$ cat src/core/omdiag_params.svh
`ifndef OMDIAG_PARAMS_SVH
`define OMDIAG_PARAMS_SVH

// ****************************************
// Byte indices within the page (byte address is four times the index)
// ****************************************
`define OMD_IDX_W 8
`define OMD_IDX_CHECKSUM 8'h5F
`define OMD_IDX_MEAS_FIRST 8'h60
`define OMD_IDX_MEAS_LAST 8'h69
`define OMD_IDX_STATUS 8'h6E
`define OMD_IDX_ALM_MAIN 8'h70
`define OMD_IDX_ALM_RX 8'h71
`define OMD_IDX_WRN_MAIN 8'h74
`define OMD_IDX_WRN_RX 8'h75
`define OMD_IDX_LEGACY 8'h7F
`define OMD_IDX_USER_FIRST 8'h80
`define OMD_IDX_USER_LAST 8'hF7
`define OMD_FACT_DEPTH 96
`define OMD_USER_DEPTH 120

// ****************************************
// Threshold layout inside the factory image
// ****************************************
`define OMD_THR_STRIDE 8
`define OMD_THR_HI_ALM 0
`define OMD_THR_LO_ALM 2
`define OMD_THR_HI_WRN 4
`define OMD_THR_LO_WRN 6

// ****************************************
// Status byte bit positions
// ****************************************
`define OMD_ST_TXDIS_PIN 7
`define OMD_ST_SOFT_DIS 6
`define OMD_ST_RATE_PIN 4
`define OMD_ST_FAULT 2
`define OMD_ST_LOS 1
`define OMD_ST_READY_N 0

// ****************************************
// Bus answers
// ****************************************
`define OMD_RESP_OKAY 2'h0
`define OMD_RESP_SLVERR 2'h2

`endif

$ cat src/core/omdiag_pkg.sv
package omdiag_pkg;
  typedef enum logic [2:0] {
    OMD_CH_TEMP,
    OMD_CH_VCC,
    OMD_CH_BIAS,
    OMD_CH_TXPWR,
    OMD_CH_RXPWR
  } omd_channel_t;

  typedef enum logic {
    OMD_WR_COLLECT,
    OMD_WR_RESPOND
  } omd_wr_state_t;
endpackage

$ cat src/core/omdiag_bank.sv
// Notes on behaviour
// - Temperature is signed, 1/256 degree steps.
// - Supply voltage unsigned, 100 microvolt steps.
// - Laser bias unsigned, 2 microampere steps.
// - Transmit power unsigned, 0.1 microwatt steps.
// - Receive power unsigned, 0.1 microwatt steps.
// - Calibration bytes read fixed factory values.
// - Byte 95 checksum reads back unchanged.
// - Byte 127 write acknowledged, does nothing.
// - Bytes 128 to 247 store host writes.
// - Status bit 7 shows transmit-disable pin.
// - Status bit 6 is host soft disable.
// - Transmitter off when soft or pin disable.
// - Bit 4 shows rate pin; full bandwidth except while in reset.
// - Status bit 2 mirrors transmit fault pin.
// - Status bit 1 mirrors signal loss pin.
// - Bit 0 reads zero once measurements valid.
// - Byte 112 holds main alarm flags.
// - Byte 113 holds receive power alarms.
// - Byte 116 holds main warning flags.
// - Byte 117 holds receive power warnings.
// - Measurements in byte pairs, MSB first, from 96.
`timescale 1ns/1ps
`include "omdiag_params.svh"
module omdiag_bank import omdiag_pkg::*; #(
  parameter int ADDR_W = 12,
  parameter int SYNC_STAGES = 3
) (
  input wire logic ref_clk,
  input wire logic sys_rst,
  input wire logic [ADDR_W-1:0] s_axi_awaddr,
  input wire logic s_axi_awvalid,
  output logic s_axi_awready,
  input wire logic [31:0] s_axi_wdata,
  input wire logic [3:0] s_axi_wstrb,
  input wire logic s_axi_wvalid,
  output logic s_axi_wready,
  output logic [1:0] s_axi_bresp,
  output logic s_axi_bvalid,
  input wire logic s_axi_bready,
  input wire logic [ADDR_W-1:0] s_axi_araddr,
  input wire logic s_axi_arvalid,
  output logic s_axi_arready,
  output logic [31:0] s_axi_rdata,
  output logic [1:0] s_axi_rresp,
  output logic s_axi_rvalid,
  input wire logic s_axi_rready,
  input wire logic factory_we,
  input wire logic [6:0] factory_idx,
  input wire logic [7:0] factory_byte,
  input wire logic [15:0] temp_meas,
  input wire logic [15:0] vcc_meas,
  input wire logic [15:0] bias_meas,
  input wire logic [15:0] txpwr_meas,
  input wire logic [15:0] rxpwr_meas,
  input wire logic meas_valid,
  input wire logic tx_fault_in,
  input wire logic signal_loss_in,
  input wire logic tx_disable_pin,
  input wire logic rate_select_pin,
  output logic tx_fault_pin,
  output logic signal_loss_pin_level,
  output logic transmitter_off,
  output logic full_bandwidth
);
  localparam int NCH = 5;

  // ****************************************
  // Storage
  // ****************************************
  logic [7:0] fact_mem [0:`OMD_FACT_DEPTH-1];
  logic [7:0] user_mem [0:`OMD_USER_DEPTH-1];
  logic [15:0] meas_reg [0:NCH-1];
  logic [15:0] meas_in [0:NCH-1];
  logic ready_reg, ready_next;

  // Factory image is nonvolatile: not cleared by reset
  always_ff @(posedge ref_clk) begin
    if (factory_we && (factory_idx <= 7'(`OMD_IDX_CHECKSUM))) begin
      fact_mem[factory_idx] <= factory_byte;
    end
  end

  // ****************************************
  // Measurement snapshot
  // ****************************************
  always_comb begin
    meas_in[OMD_CH_TEMP] = temp_meas;
    meas_in[OMD_CH_VCC] = vcc_meas;
    meas_in[OMD_CH_BIAS] = bias_meas;
    meas_in[OMD_CH_TXPWR] = txpwr_meas;
    meas_in[OMD_CH_RXPWR] = rxpwr_meas;
    ready_next = ready_reg | meas_valid;
  end

  always_ff @(posedge ref_clk or posedge sys_rst) begin
    if (sys_rst) begin
      ready_reg <= 1'b0;
      for (int k = 0; k < NCH; k++) begin
        meas_reg[k] <= 16'h0000;
      end
    end else begin
      ready_reg <= ready_next;
      for (int k = 0; k < NCH; k++) begin
        if (meas_valid) begin
          meas_reg[k] <= meas_in[k];
        end
      end
    end
  end

  // ****************************************
  // Threshold comparison
  // ****************************************
  logic [NCH-1:0] alm_hi, alm_lo, wrn_hi, wrn_lo;
  logic [7:0] alm_main_reg, alm_main_next, alm_rx_reg, alm_rx_next;
  logic [7:0] wrn_main_reg, wrn_main_next, wrn_rx_reg, wrn_rx_next;

  for (genvar k = 0; k < NCH; k++) begin : g_cmp
    localparam int B = k * `OMD_THR_STRIDE;
    omdiag_flag_cmp #(.IS_SIGNED(k == OMD_CH_TEMP)) u_alm (
      .value(meas_reg[k]),
      .hi_thr({fact_mem[B+`OMD_THR_HI_ALM], fact_mem[B+`OMD_THR_HI_ALM+1]}),
      .lo_thr({fact_mem[B+`OMD_THR_LO_ALM], fact_mem[B+`OMD_THR_LO_ALM+1]}),
      .above_hi(alm_hi[k]),
      .below_lo(alm_lo[k])
    );
    omdiag_flag_cmp #(.IS_SIGNED(k == OMD_CH_TEMP)) u_wrn (
      .value(meas_reg[k]),
      .hi_thr({fact_mem[B+`OMD_THR_HI_WRN], fact_mem[B+`OMD_THR_HI_WRN+1]}),
      .lo_thr({fact_mem[B+`OMD_THR_LO_WRN], fact_mem[B+`OMD_THR_LO_WRN+1]}),
      .above_hi(wrn_hi[k]),
      .below_lo(wrn_lo[k])
    );
  end

  always_comb begin
    alm_main_next = 8'h00;
    wrn_main_next = 8'h00;
    alm_rx_next = 8'h00;
    wrn_rx_next = 8'h00;
    if (ready_reg) begin
      alm_main_next = {alm_hi[0], alm_lo[0], alm_hi[1], alm_lo[1],
                       alm_hi[2], alm_lo[2], alm_hi[3], alm_lo[3]};
      wrn_main_next = {wrn_hi[0], wrn_lo[0], wrn_hi[1], wrn_lo[1],
                       wrn_hi[2], wrn_lo[2], wrn_hi[3], wrn_lo[3]};
      alm_rx_next = {alm_hi[4], alm_lo[4], 6'h00};
      wrn_rx_next = {wrn_hi[4], wrn_lo[4], 6'h00};
    end
  end

  always_ff @(posedge ref_clk or posedge sys_rst) begin
    if (sys_rst) begin
      alm_main_reg <= 8'h00;
      alm_rx_reg <= 8'h00;
      wrn_main_reg <= 8'h00;
      wrn_rx_reg <= 8'h00;
    end else begin
      alm_main_reg <= alm_main_next;
      alm_rx_reg <= alm_rx_next;
      wrn_main_reg <= wrn_main_next;
      wrn_rx_reg <= wrn_rx_next;
    end
  end

  // ****************************************
  // Pin synchronisers and pin mirrors
  // ****************************************
  logic [1:0] s1_reg, s2_reg, s3_reg, pin_stable_reg, pin_stable_next;
  logic soft_dis_reg, soft_dis_next;
  logic tx_off_reg, fault_reg, los_reg, full_bw_reg;

  // A pin change counts once the second and third stages agree
  always_comb begin
    pin_stable_next = (s2_reg & s3_reg) | (pin_stable_reg & (s2_reg | s3_reg));
  end

  always_ff @(posedge ref_clk or posedge sys_rst) begin
    if (sys_rst) begin
      s1_reg <= 2'h0;
      s2_reg <= 2'h0;
      s3_reg <= 2'h0;
      pin_stable_reg <= 2'h0;
      tx_off_reg <= 1'b1;
      fault_reg <= 1'b0;
      los_reg <= 1'b0;
      full_bw_reg <= 1'b0;
    end else begin
      s1_reg <= {rate_select_pin, tx_disable_pin};
      s2_reg <= s1_reg;
      s3_reg <= s2_reg;
      pin_stable_reg <= pin_stable_next;
      tx_off_reg <= soft_dis_reg | pin_stable_reg[0];
      fault_reg <= tx_fault_in;
      los_reg <= signal_loss_in;
      full_bw_reg <= 1'b1;
    end
  end

  assign tx_fault_pin = fault_reg;
  assign signal_loss_pin_level = los_reg;
  assign transmitter_off = tx_off_reg;
  assign full_bandwidth = full_bw_reg;

  // ****************************************
  // Write channels
  // ****************************************
  omd_wr_state_t wr_state_reg, wr_state_next;
  logic aw_held_reg, aw_held_next, w_held_reg, w_held_next;
  logic [ADDR_W-1:0] aw_addr_reg, aw_addr_next;
  logic [7:0] w_byte_reg, w_byte_next;
  logic w_lane_reg, w_lane_next;
  logic [1:0] bresp_reg, bresp_next;
  logic user_we;
  logic [`OMD_IDX_W-1:0] wr_idx;
  logic wr_mapped, do_write;
  logic awready_reg, awready_next, wready_reg, wready_next, bvalid_reg, bvalid_next;

  always_comb begin
    aw_held_next = aw_held_reg;
    w_held_next = w_held_reg;
    aw_addr_next = aw_addr_reg;
    w_byte_next = w_byte_reg;
    w_lane_next = w_lane_reg;
    bresp_next = bresp_reg;
    wr_state_next = wr_state_reg;
    soft_dis_next = soft_dis_reg;
    user_we = 1'b0;
    wr_idx = aw_addr_reg[`OMD_IDX_W+1:2];
    wr_mapped = (aw_addr_reg[ADDR_W-1:`OMD_IDX_W+2] == '0);
    do_write = 1'b0;
    if (s_axi_awvalid && !aw_held_reg) begin
      aw_held_next = 1'b1;
      aw_addr_next = s_axi_awaddr;
    end
    if (s_axi_wvalid && !w_held_reg) begin
      w_held_next = 1'b1;
      w_byte_next = s_axi_wdata[7:0];
      w_lane_next = s_axi_wstrb[0];
    end
    case (wr_state_reg)
      OMD_WR_COLLECT: begin
        if (aw_held_reg && w_held_reg) begin
          do_write = 1'b1;
          aw_held_next = 1'b0;
          w_held_next = 1'b0;
          wr_state_next = OMD_WR_RESPOND;
          bresp_next = wr_mapped ? `OMD_RESP_OKAY : `OMD_RESP_SLVERR;
          if (wr_mapped && w_lane_reg) begin
            if (wr_idx == `OMD_IDX_STATUS) begin
              soft_dis_next = w_byte_reg[`OMD_ST_SOFT_DIS];
            end
            if (wr_idx >= `OMD_IDX_USER_FIRST && wr_idx <= `OMD_IDX_USER_LAST) begin
              user_we = 1'b1;
            end
          end
        end
      end
      OMD_WR_RESPOND: begin
        if (s_axi_bready) begin
          wr_state_next = OMD_WR_COLLECT;
        end
      end
      default: wr_state_next = OMD_WR_COLLECT;
    endcase
    awready_next = !aw_held_next;
    wready_next = !w_held_next;
    bvalid_next = (wr_state_next == OMD_WR_RESPOND);
  end

  always_ff @(posedge ref_clk or posedge sys_rst) begin
    if (sys_rst) begin
      wr_state_reg <= OMD_WR_COLLECT;
      awready_reg <= 1'b1;
      wready_reg <= 1'b1;
      bvalid_reg <= 1'b0;
      aw_held_reg <= 1'b0;
      w_held_reg <= 1'b0;
      aw_addr_reg <= '0;
      w_byte_reg <= 8'h00;
      w_lane_reg <= 1'b0;
      bresp_reg <= `OMD_RESP_OKAY;
      soft_dis_reg <= 1'b0;
    end else begin
      wr_state_reg <= wr_state_next;
      awready_reg <= awready_next;
      wready_reg <= wready_next;
      bvalid_reg <= bvalid_next;
      aw_held_reg <= aw_held_next;
      w_held_reg <= w_held_next;
      aw_addr_reg <= aw_addr_next;
      w_byte_reg <= w_byte_next;
      w_lane_reg <= w_lane_next;
      bresp_reg <= bresp_next;
      soft_dis_reg <= soft_dis_next;
    end
  end

  always_ff @(posedge ref_clk or posedge sys_rst) begin
    if (sys_rst) begin
      for (int i = 0; i < `OMD_USER_DEPTH; i++) begin
        user_mem[i] <= 8'h00;
      end
    end else if (user_we) begin
      user_mem[7'(wr_idx - `OMD_IDX_USER_FIRST)] <= w_byte_reg;
    end
  end

  assign s_axi_awready = awready_reg;
  assign s_axi_wready = wready_reg;
  assign s_axi_bvalid = bvalid_reg;
  assign s_axi_bresp = bresp_reg;

  // ****************************************
  // Read channel
  // ****************************************
  logic arready_reg, arready_next, rvalid_reg, rvalid_next;
  logic [7:0] rbyte_reg, rbyte_next;
  logic [1:0] rresp_reg, rresp_next;
  logic [7:0] status_byte, page_byte;
  logic [`OMD_IDX_W-1:0] rd_idx;
  logic [15:0] rd_word;

  always_comb begin
    status_byte = 8'h00;
    status_byte[`OMD_ST_TXDIS_PIN] = pin_stable_reg[0];
    status_byte[`OMD_ST_SOFT_DIS] = soft_dis_reg;
    status_byte[`OMD_ST_RATE_PIN] = pin_stable_reg[1];
    status_byte[`OMD_ST_FAULT] = fault_reg;
    status_byte[`OMD_ST_LOS] = los_reg;
    status_byte[`OMD_ST_READY_N] = !ready_reg;
    rd_idx = s_axi_araddr[`OMD_IDX_W+1:2];
    rd_word = meas_reg[3'((rd_idx - `OMD_IDX_MEAS_FIRST) >> 1)];
    page_byte = 8'h00;
    if (rd_idx <= `OMD_IDX_CHECKSUM) begin
      page_byte = fact_mem[7'(rd_idx)];
    end else if (rd_idx <= `OMD_IDX_MEAS_LAST) begin
      page_byte = rd_idx[0] ? rd_word[7:0] : rd_word[15:8];
    end else if (rd_idx >= `OMD_IDX_USER_FIRST && rd_idx <= `OMD_IDX_USER_LAST) begin
      page_byte = user_mem[7'(rd_idx - `OMD_IDX_USER_FIRST)];
    end else begin
      case (rd_idx)
        `OMD_IDX_STATUS: page_byte = status_byte;
        `OMD_IDX_ALM_MAIN: page_byte = alm_main_reg;
        `OMD_IDX_ALM_RX: page_byte = alm_rx_reg;
        `OMD_IDX_WRN_MAIN: page_byte = wrn_main_reg;
        `OMD_IDX_WRN_RX: page_byte = wrn_rx_reg;
        default: page_byte = 8'h00;
      endcase
    end
    arready_next = arready_reg;
    rvalid_next = rvalid_reg;
    rbyte_next = rbyte_reg;
    rresp_next = rresp_reg;
    if (s_axi_arvalid && arready_reg) begin
      arready_next = 1'b0;
      rvalid_next = 1'b1;
      if (s_axi_araddr[ADDR_W-1:`OMD_IDX_W+2] == '0) begin
        rbyte_next = page_byte;
        rresp_next = `OMD_RESP_OKAY;
      end else begin
        rbyte_next = 8'h00;
        rresp_next = `OMD_RESP_SLVERR;
      end
    end else if (rvalid_reg && s_axi_rready) begin
      arready_next = 1'b1;
      rvalid_next = 1'b0;
    end
  end

  always_ff @(posedge ref_clk or posedge sys_rst) begin
    if (sys_rst) begin
      arready_reg <= 1'b1;
      rvalid_reg <= 1'b0;
      rbyte_reg <= 8'h00;
      rresp_reg <= `OMD_RESP_OKAY;
    end else begin
      arready_reg <= arready_next;
      rvalid_reg <= rvalid_next;
      rbyte_reg <= rbyte_next;
      rresp_reg <= rresp_next;
    end
  end

  assign s_axi_arready = arready_reg;
  assign s_axi_rvalid = rvalid_reg;
  assign s_axi_rdata = {24'h000000, rbyte_reg};
  assign s_axi_rresp = rresp_reg;

  localparam int RX_LO = int'(OMD_CH_RXPWR) * `OMD_THR_STRIDE + `OMD_THR_LO_ALM;
endmodule

$ cat src/core/omdiag_flag_cmp.sv
`timescale 1ns/1ps
module omdiag_flag_cmp #(
  parameter bit IS_SIGNED = 1'b0
) (
  input wire logic [15:0] value,
  input wire logic [15:0] hi_thr,
  input wire logic [15:0] lo_thr,
  output logic above_hi,
  output logic below_lo
);
  always_comb begin
    if (IS_SIGNED) begin
      above_hi = $signed(value) > $signed(hi_thr);
      below_lo = $signed(value) < $signed(lo_thr);
    end else begin
      above_hi = value > hi_thr;
      below_lo = value < lo_thr;
    end
  end
endmodule

$ cat config.mk
export PLATFORM = sky130hd
export DESIGN_NAME = omdiag_bank
export DESIGN_NICKNAME = d
export VERILOG_FILES = /design/src/core/omdiag_pkg.sv /design/src/core/omdiag_bank.sv /design/src/core/omdiag_flag_cmp.sv
export VERILOG_INCLUDE_DIRS = /design/src /design/src/core
export SDC_FILE = /design/constraint.sdc
export NUM_CORES = 2
export LEC_CHECK = 0
export BUFFER_PORTS_ARGS = -buffer_cell sky130_fd_sc_hd__buf_4
export CAP_MARGIN = 20
export CORE_AREA = 2 2 394 396
export DETAILED_ROUTE_END_ITERATION = 6
export DIE_AREA = 0 0 396 398
export PLACE_DENSITY_LB_ADDON = 0.05
export SLEW_MARGIN = 40
export SYNTH_ARGS = -nofsm -noshare
export SYNTH_HDL_FRONTEND = slang
export SYNTH_SLANG_ARGS = --single-unit
$ cat constraint.sdc
create_clock -name ref_clk -period 37.2 [get_ports ref_clk]
set_input_delay 0 -clock ref_clk [delete_from_list [all_inputs] [get_ports ref_clk]]
set_output_delay 0 -clock ref_clk [all_outputs]
set_load 0.1 [all_outputs]
Word-level counts from Yosys, hierarchy flattened
Memory sizes are Yosys's and may differ from the RTL's.
Cells that the tools add are included.
{"block": "totals", "out_inout_bits": 45, "wordCells": 263, "input_bits": 168, "regBits": 1126, "ram_bits": 768, "mem_count": 1}
{"name": "fact_mem", "words": 96, "word_bits": 8, "rd": 41, "rd_clocked_by_memory_dff": 0, "write_ports": 1, "line": "omdiag_bank.sv:71", "source": "logic [7:0] fact_mem [0:`OMD_FACT_DEPTH-1];"}
{"block": "classes", "n_reduce_logical": 20, "add_sub_neg": 3, "n_mux": 40, "n_lt_le_gt_ge": 31, "eq_ne": 6, "n_bitwise": 10}
{"op": "bitwise mux 960 bit", "count": 1}
{"op": "> comparator 16 bit", "count": 10}
{"op": "< comparator 16 bit", "count": 10}
{"op": "two-way mux 8 bit", "count": 12}
{"op": "binary-select mux 8 bit (select 7 bit)", "count": 1}
{"op": "demux 8 bit (select 7 bit)", "count": 1}
{"op": "binary-select mux 16 bit (select 3 bit)", "count": 1}
{"op": "== test 8 x 7 -> 1 bit, second input constant", "count": 6}
{"op": "one-hot mux 8 bit (5 select lines)", "count": 1}
{"op": ">= comparator 8 bit, second input constant", "count": 4}
{"op": "two-way mux 16 bit", "count": 2}
{"op": "two-way mux 1 bit", "count": 18}
{"op": "<= comparator 8 x 7 -> 1 bit, second input constant", "count": 2}
{"op": "<= comparator 8 bit, second input constant", "count": 2}
{"op": "inverter 7 -> 8 bit", "count": 2}
{"op": "subtractor 7 x 1 -> 7 bit, second input constant", "count": 2}
{"op": "logical AND 1 bit", "count": 10}
{"op": "< comparator 8 x 1 -> 1 bit, second input constant", "count": 1}
{"op": "<= comparator 7 bit, second input constant", "count": 1}
{"op": "logical NOT 1 bit", "count": 5}
{"op": "bitwise AND 2 bit", "count": 2}
{"op": ">= comparator 4 bit, second input constant", "count": 1}
{"op": "logical NOT 2 bit", "count": 2}
{"op": "two-way mux 2 bit", "count": 2}
{"op": "other kinds (9)", "count": 11}

Logic depth before layout (Yosys ltp)
{"block": "logic_depth", "depth_word": 9, "mapped_depth": 14, "ltp_nobuf": 10}

Cells and area by module
A second synthesis with hierarchy kept.
{"block": "hier_totals", "cells_unflattened": 6011, "hier_area_um2": 95684.3}
{"mod": "omdiag_bank", "cells_per_inst": 4923, "area_per_inst_um2": 87724.1, "n_inst": 1, "seq_area_each_um2": 56609.3}
{"mod": "omdiag_flag_cmp (g_cmp[1].u_alm ...)", "cells_per_inst": 109, "area_per_inst_um2": 785.8, "n_inst": 8, "seq_area_each_um2": 0.0}
{"mod": "omdiag_flag_cmp (g_cmp[0].u_alm ...)", "cells_per_inst": 108, "area_per_inst_um2": 837.1, "n_inst": 2, "seq_area_each_um2": 0.0}

Least setup slack after synthesis
No wires, ideal clock.
{"block": "synth_path", "path_type": "reg-to-reg", "start": "register s_axi_bvalid (netlist name)", "end": "register user_mem[128] in the netlist's numbering", "setup_ns": 0.125, "required_ns": 37.075, "synth_period_minus_slack_ns": 2.866, "n_path_buf": 0, "setup_slack_ns": 34.334, "path_stages_with_launch": 9, "arrival_time_ns": 2.741, "path_cell_list": "dfrtp_1 inv_1 nand3_1 nor2_1 nand2_1 nor3_1 nand3_2 nor2_2 mux2_2"}
{"item": "end signal, assigned by index", "line": "omdiag_bank.sv:305", "source": "user_mem[7'(wr_idx - `OMD_IDX_USER_FIRST)] <= w_byte_reg;"}
{"item": "end, declared", "line": "omdiag_bank.sv:72", "source": "logic [7:0] user_mem [0:`OMD_USER_DEPTH-1];"}

Worst setup path after layout
{"block": "layout_path", "start": "input port s_axi_araddr[2]", "end": "register rbyte_reg[7]"}
{"block": "layout_via", "elab_chain_cells": 9, "word_cells_on_any_way": 27, "cone_classes": "add/sub: 2; order compare: 4; eq/ne: 5; mux: 12; bitwise: 2; reduce/logical: 1; memory: 1"}
{"item": "start, declared", "line": "omdiag_bank.sv:41", "source": "input wire logic [ADDR_W-1:0] s_axi_araddr,"}
{"item": "subtractor 7 x 1 -> 7 bit (no source line) / subtractor 4 x 1 -> 4 bit (equally long branches)"}
{"item": "inverter 7 -> 8 bit / inverter 3 -> 4 bit (equally long branches)", "line": "omdiag_bank.sv:340, omdiag_bank.sv:333"}
{"item": "binary-select mux 8 bit (select 7 bit) / binary-select mux 16 bit (select 3 bit) (equally long branches)", "line": "omdiag_bank.sv:340, omdiag_bank.sv:333"}
{"item": "two-way mux 8 bit / two-way mux 16 bit (equally long branches) (2 in series)", "line": "omdiag_bank.sv:340, omdiag_bank.sv:333"}
{"item": "two-way mux 8 bit, on equally long branches", "line": "omdiag_bank.sv:339, omdiag_bank.sv:338"}
{"item": "two-way mux 8 bit", "line": "omdiag_bank.sv:337", "source": "end else if (rd_idx <= `OMD_IDX_MEAS_LAST) begin"}
{"item": "two-way mux 8 bit *", "line": "omdiag_bank.sv:335", "source": "if (rd_idx <= `OMD_IDX_CHECKSUM) begin"}
{"item": "two-way mux 8 bit *", "line": "omdiag_bank.sv:358", "source": "if (s_axi_araddr[ADDR_W-1:`OMD_IDX_W+2] == '0) begin"}
{"item": "end signal, assigned", "line": "omdiag_bank.sv:380", "source": "rbyte_reg <= rbyte_next;"}
{"item": "end, declared", "line": "omdiag_bank.sv:318", "source": "logic [7:0] rbyte_reg, rbyte_next;"}
Mark *: on every way between the ends. The rest lies on a longest branch, timed or not. The select of a mux whose other input is x is not followed.
A chain may end at the register's enable or synchronous reset.

==> impl_metrics.json <==
{
  "outcome": "finished with violations",
  "violations": "DRC, hold timing",
  "cts.sinks": 2102,
  "synth-async-reset-ratio": 0.528,
  "vias_per_cell": 6.35,
  "clk_root_buffer_cell": "clkbuf_16",
  "post_drt_wl_per_cell_um": 28.7,
  "worst_setup_path_end_kind": "flip-flop",
  "setup_violations": 0,
  "fin_crit_sh": 0.122,
  "final_max_slew_viol_count": 0,
  "grt_pass1_vias": 57538,
  "drc_errors": 21,
  "finalCriticalPeriod_ps": 4540,
  "cts_setup_buffers": 0,
  "drtPass1Iterations": 7,
  "yosys.area.top_type": "edfxtp_1",
  "grt_antenna_before_repair": 7,
  "cts_tree": "done",
  "synth_area_leaders": "edfxtp_1 31%, dfrtp_1 29%, mux4_2 13%",
  "cp-startpoint": "s_axi_araddr[2]",
  "synthTopCellsByCount": "1106 x dfrtp_1, 1067 x mux2_2, 992 x edfxtp_1",
  "worst-r2r-setup-slack_ps": 33680,
  "synth_warnings": 0,
  "drtIter0Drc": 5876,
  "final_cell_area_um2": 110000,
  "hold_viol_final": 8,
  "vias": 56123,
  "synth_edf_count": 992,
  "holdCritPathClass": "in -> reg",
  "placed_cell_area_um2": 100000,
  "grt_pass1_wl_mm": 378,
  "clk_pin_slew_ps": 70,
  "synth_cells": 5973,
  "vdd_drop_max_mv": 0.0671,
  "slowest_delay_ps": 650,
  "area_delta_synth_final_pct": 14.8,
  "htree_levels": 4,
  "critPathArrivalTime_ps": 5250,
  "die_y_um": 398,
  "ys_seq_elements": 2102,
  "synth-seq-area-share": 0.599,
  "critPathLaunchType": "input pin",
  "final_nets": 7082,
  "fin_ws_ps": 32660,
  "critPathRequiredTime_ps": 37910,
  "timing.fmax_mhz": 220,
  "reg2reg_depth": 8,
  "routabilityCongestion": 0.966,
  "endpoint": "rbyte_reg[7]$_DFFE_PP0P_",
  "fin_worst_skew_ps": 64.4,
  "r2r_start": "s_axi_bvalid$_DFF_PP0_",
  "path_cells": "buf_8, buf_12, buf_16, buf_4, buf_4, mux4_2, mux4_2, nor2b_1, a211oi_1, dlygate4sd3_1, o2111ai_1, dlygate4sd3_1",
  "worstSkewPairLatency_ps": 860,
  "p_per_area_nw_per_um2": 50.4,
  "postRouteAntennaNets": 0,
  "holdWs_ps": -33.9,
  "die_w_um": 396,
  "synth_area_per_cell_um2": 16.1,
  "die_area_um2": 158000,
  "pre_cts_ws_ps": 32140,
  "seqCellArea_um2": 57600,
  "grt_max_degree": 110,
  "place_hpwl_mm": 160,
  "crit_slowest_cell": "buf_4",
  "nFillCells": 9777,
  "core_area_um2": 153000,
  "rows": 144,
  "start_util": 0.627,
  "io_buffers": 155,
  "rsz0062_at_grt": "no",
  "worstPathMaxFanout": 59,
  "synth_area_um2": 96100,
  "clk_path_buf_depth": 3,
  "fin_util": 0.720,
  "largest_register_ffs": 992,
  "ios": 213,
  "worst-setup-path-type": "in -> reg",
  "yosysUniqueCellTypes": 70,
  "overflow": 0,
  "max-cap-violations": 0,
  "p_leak_uw": 0.0466,
  "drive_gt1_frac": 0.347,
  "wirelength_mm": 253,
  "yosysTopAreaCellShare": 0.310,
  "tightest_slew_ps": 892,
  "yosysMostFrequentCell": "dfrtp_1",
  "grt.total_usage": 0.327,
  "cts_buffers": 209,
  "synth_ff_type": "dfrtp_1",
  "multiInputGateArea_um2": 36800,
  "reg2reg_to": "user_mem[76]$_DFFE_PP0P_",
  "setup-tns-final_ps": 0,
  "slew_headroom": 0.397
}
## cells in the final DEF (no fill, tap or decap), types with 118 or more instances in the layout
cell type,n
nand2_1,129
edfxtp_1,992
nor2_1,164
nor2_2,119
clkbuf_16,211
conb_1,251
buf_4,208
mux2_2,1067
dfrtp_1,1098
ha_1,310
a21oi_1,118
inv_1,321
dlygate4sd3_1,278
mux4_2,542
## layout make-up
cell class	count	area share
Sequential cell	2102	0.522
Inverter	324	0.0112
Clock inverter	108	0.0123
Timing Repair Buffer	525	0.0449
Tap cell	2044	0.0232
Antenna cell	5	0.000113
Clock buffer	286	0.0530
Multi-Input combinational cell	3442	0.333
## kinds of logic after synthesis
logic type,Yosys count,synth area share
adders and majority gates,312,0.0406
other,2,0.0000782
buffers and inverters,678,0.0304
and+or+nand+nor,685,0.0347
muxes,1655,0.257
DFF,2102,0.599
AOI/OAI and AO/OA,539,0.0381
## power breakdown
part	switching, uW	leakage, uW	internal [uW]
registers	145	0.0243	2530
logic	454	0.0188	241
clock network	921	0.00352	1270
## layer usage
layer,GRT usage,part of all wire,routed length (um),vias up
li1,-,-,-,23850
met1,0.462,0.40,102000,29471
met2,0.509,0.47,119000,2283
met3,0.0762,0.090,22700,517
met4,0.108,0.035,8990,2
met5,0,0.000028,7,-
## per-stage QoR
| stage | cells | total power, uW |
|---|---|---|
| 5_1_grt | 8833 | 5740 |
| 3_5_place_dp | 8152 | 3350 |
| 3_3_place_gp | 8150 | 3330 |
| 2_1_floorplan | 6222 | 3080 |
| 6_report | 8836 | 5560 |
| 4_1_cts | 8823 | 5560 |
## critical path: cells and delay by family
kind,cells,cell delay [ps]
buf+inv,7,3370
mux,2,1200
simple gates,1,170
compound gates,2,320
## how the worst min path moves through the flow
stage / cells after the start / slack (ps) / from / to
after floorplan: 0 / 30 / tx_disable_pin / s1_reg[0]$_DFF_PP0_
after global placement: 1 / 110 / signal_loss_in / signal_loss_pin_level$_DFF_PP0_
after detailed placement: 1 / 110 / tx_disable_pin / s1_reg[0]$_DFF_PP0_
after CTS: 4 / 1 / factory_idx[6] / fact_mem[44][1]$_DFFE_PP_
after global routing: 3 / 4 / meas_valid / meas_reg[40]$_DFFE_PP0P_
final: 3 / -30 / meas_valid / meas_reg[36]$_DFFE_PP0P_
## repair_timing
action / CTS / global route
endpoints found under the hold margin: 944 / 1
gates resized for setup: 0 / 0
hold buffers: 277 / 1
Note: power is estimated with default switching activity, not from simulation.
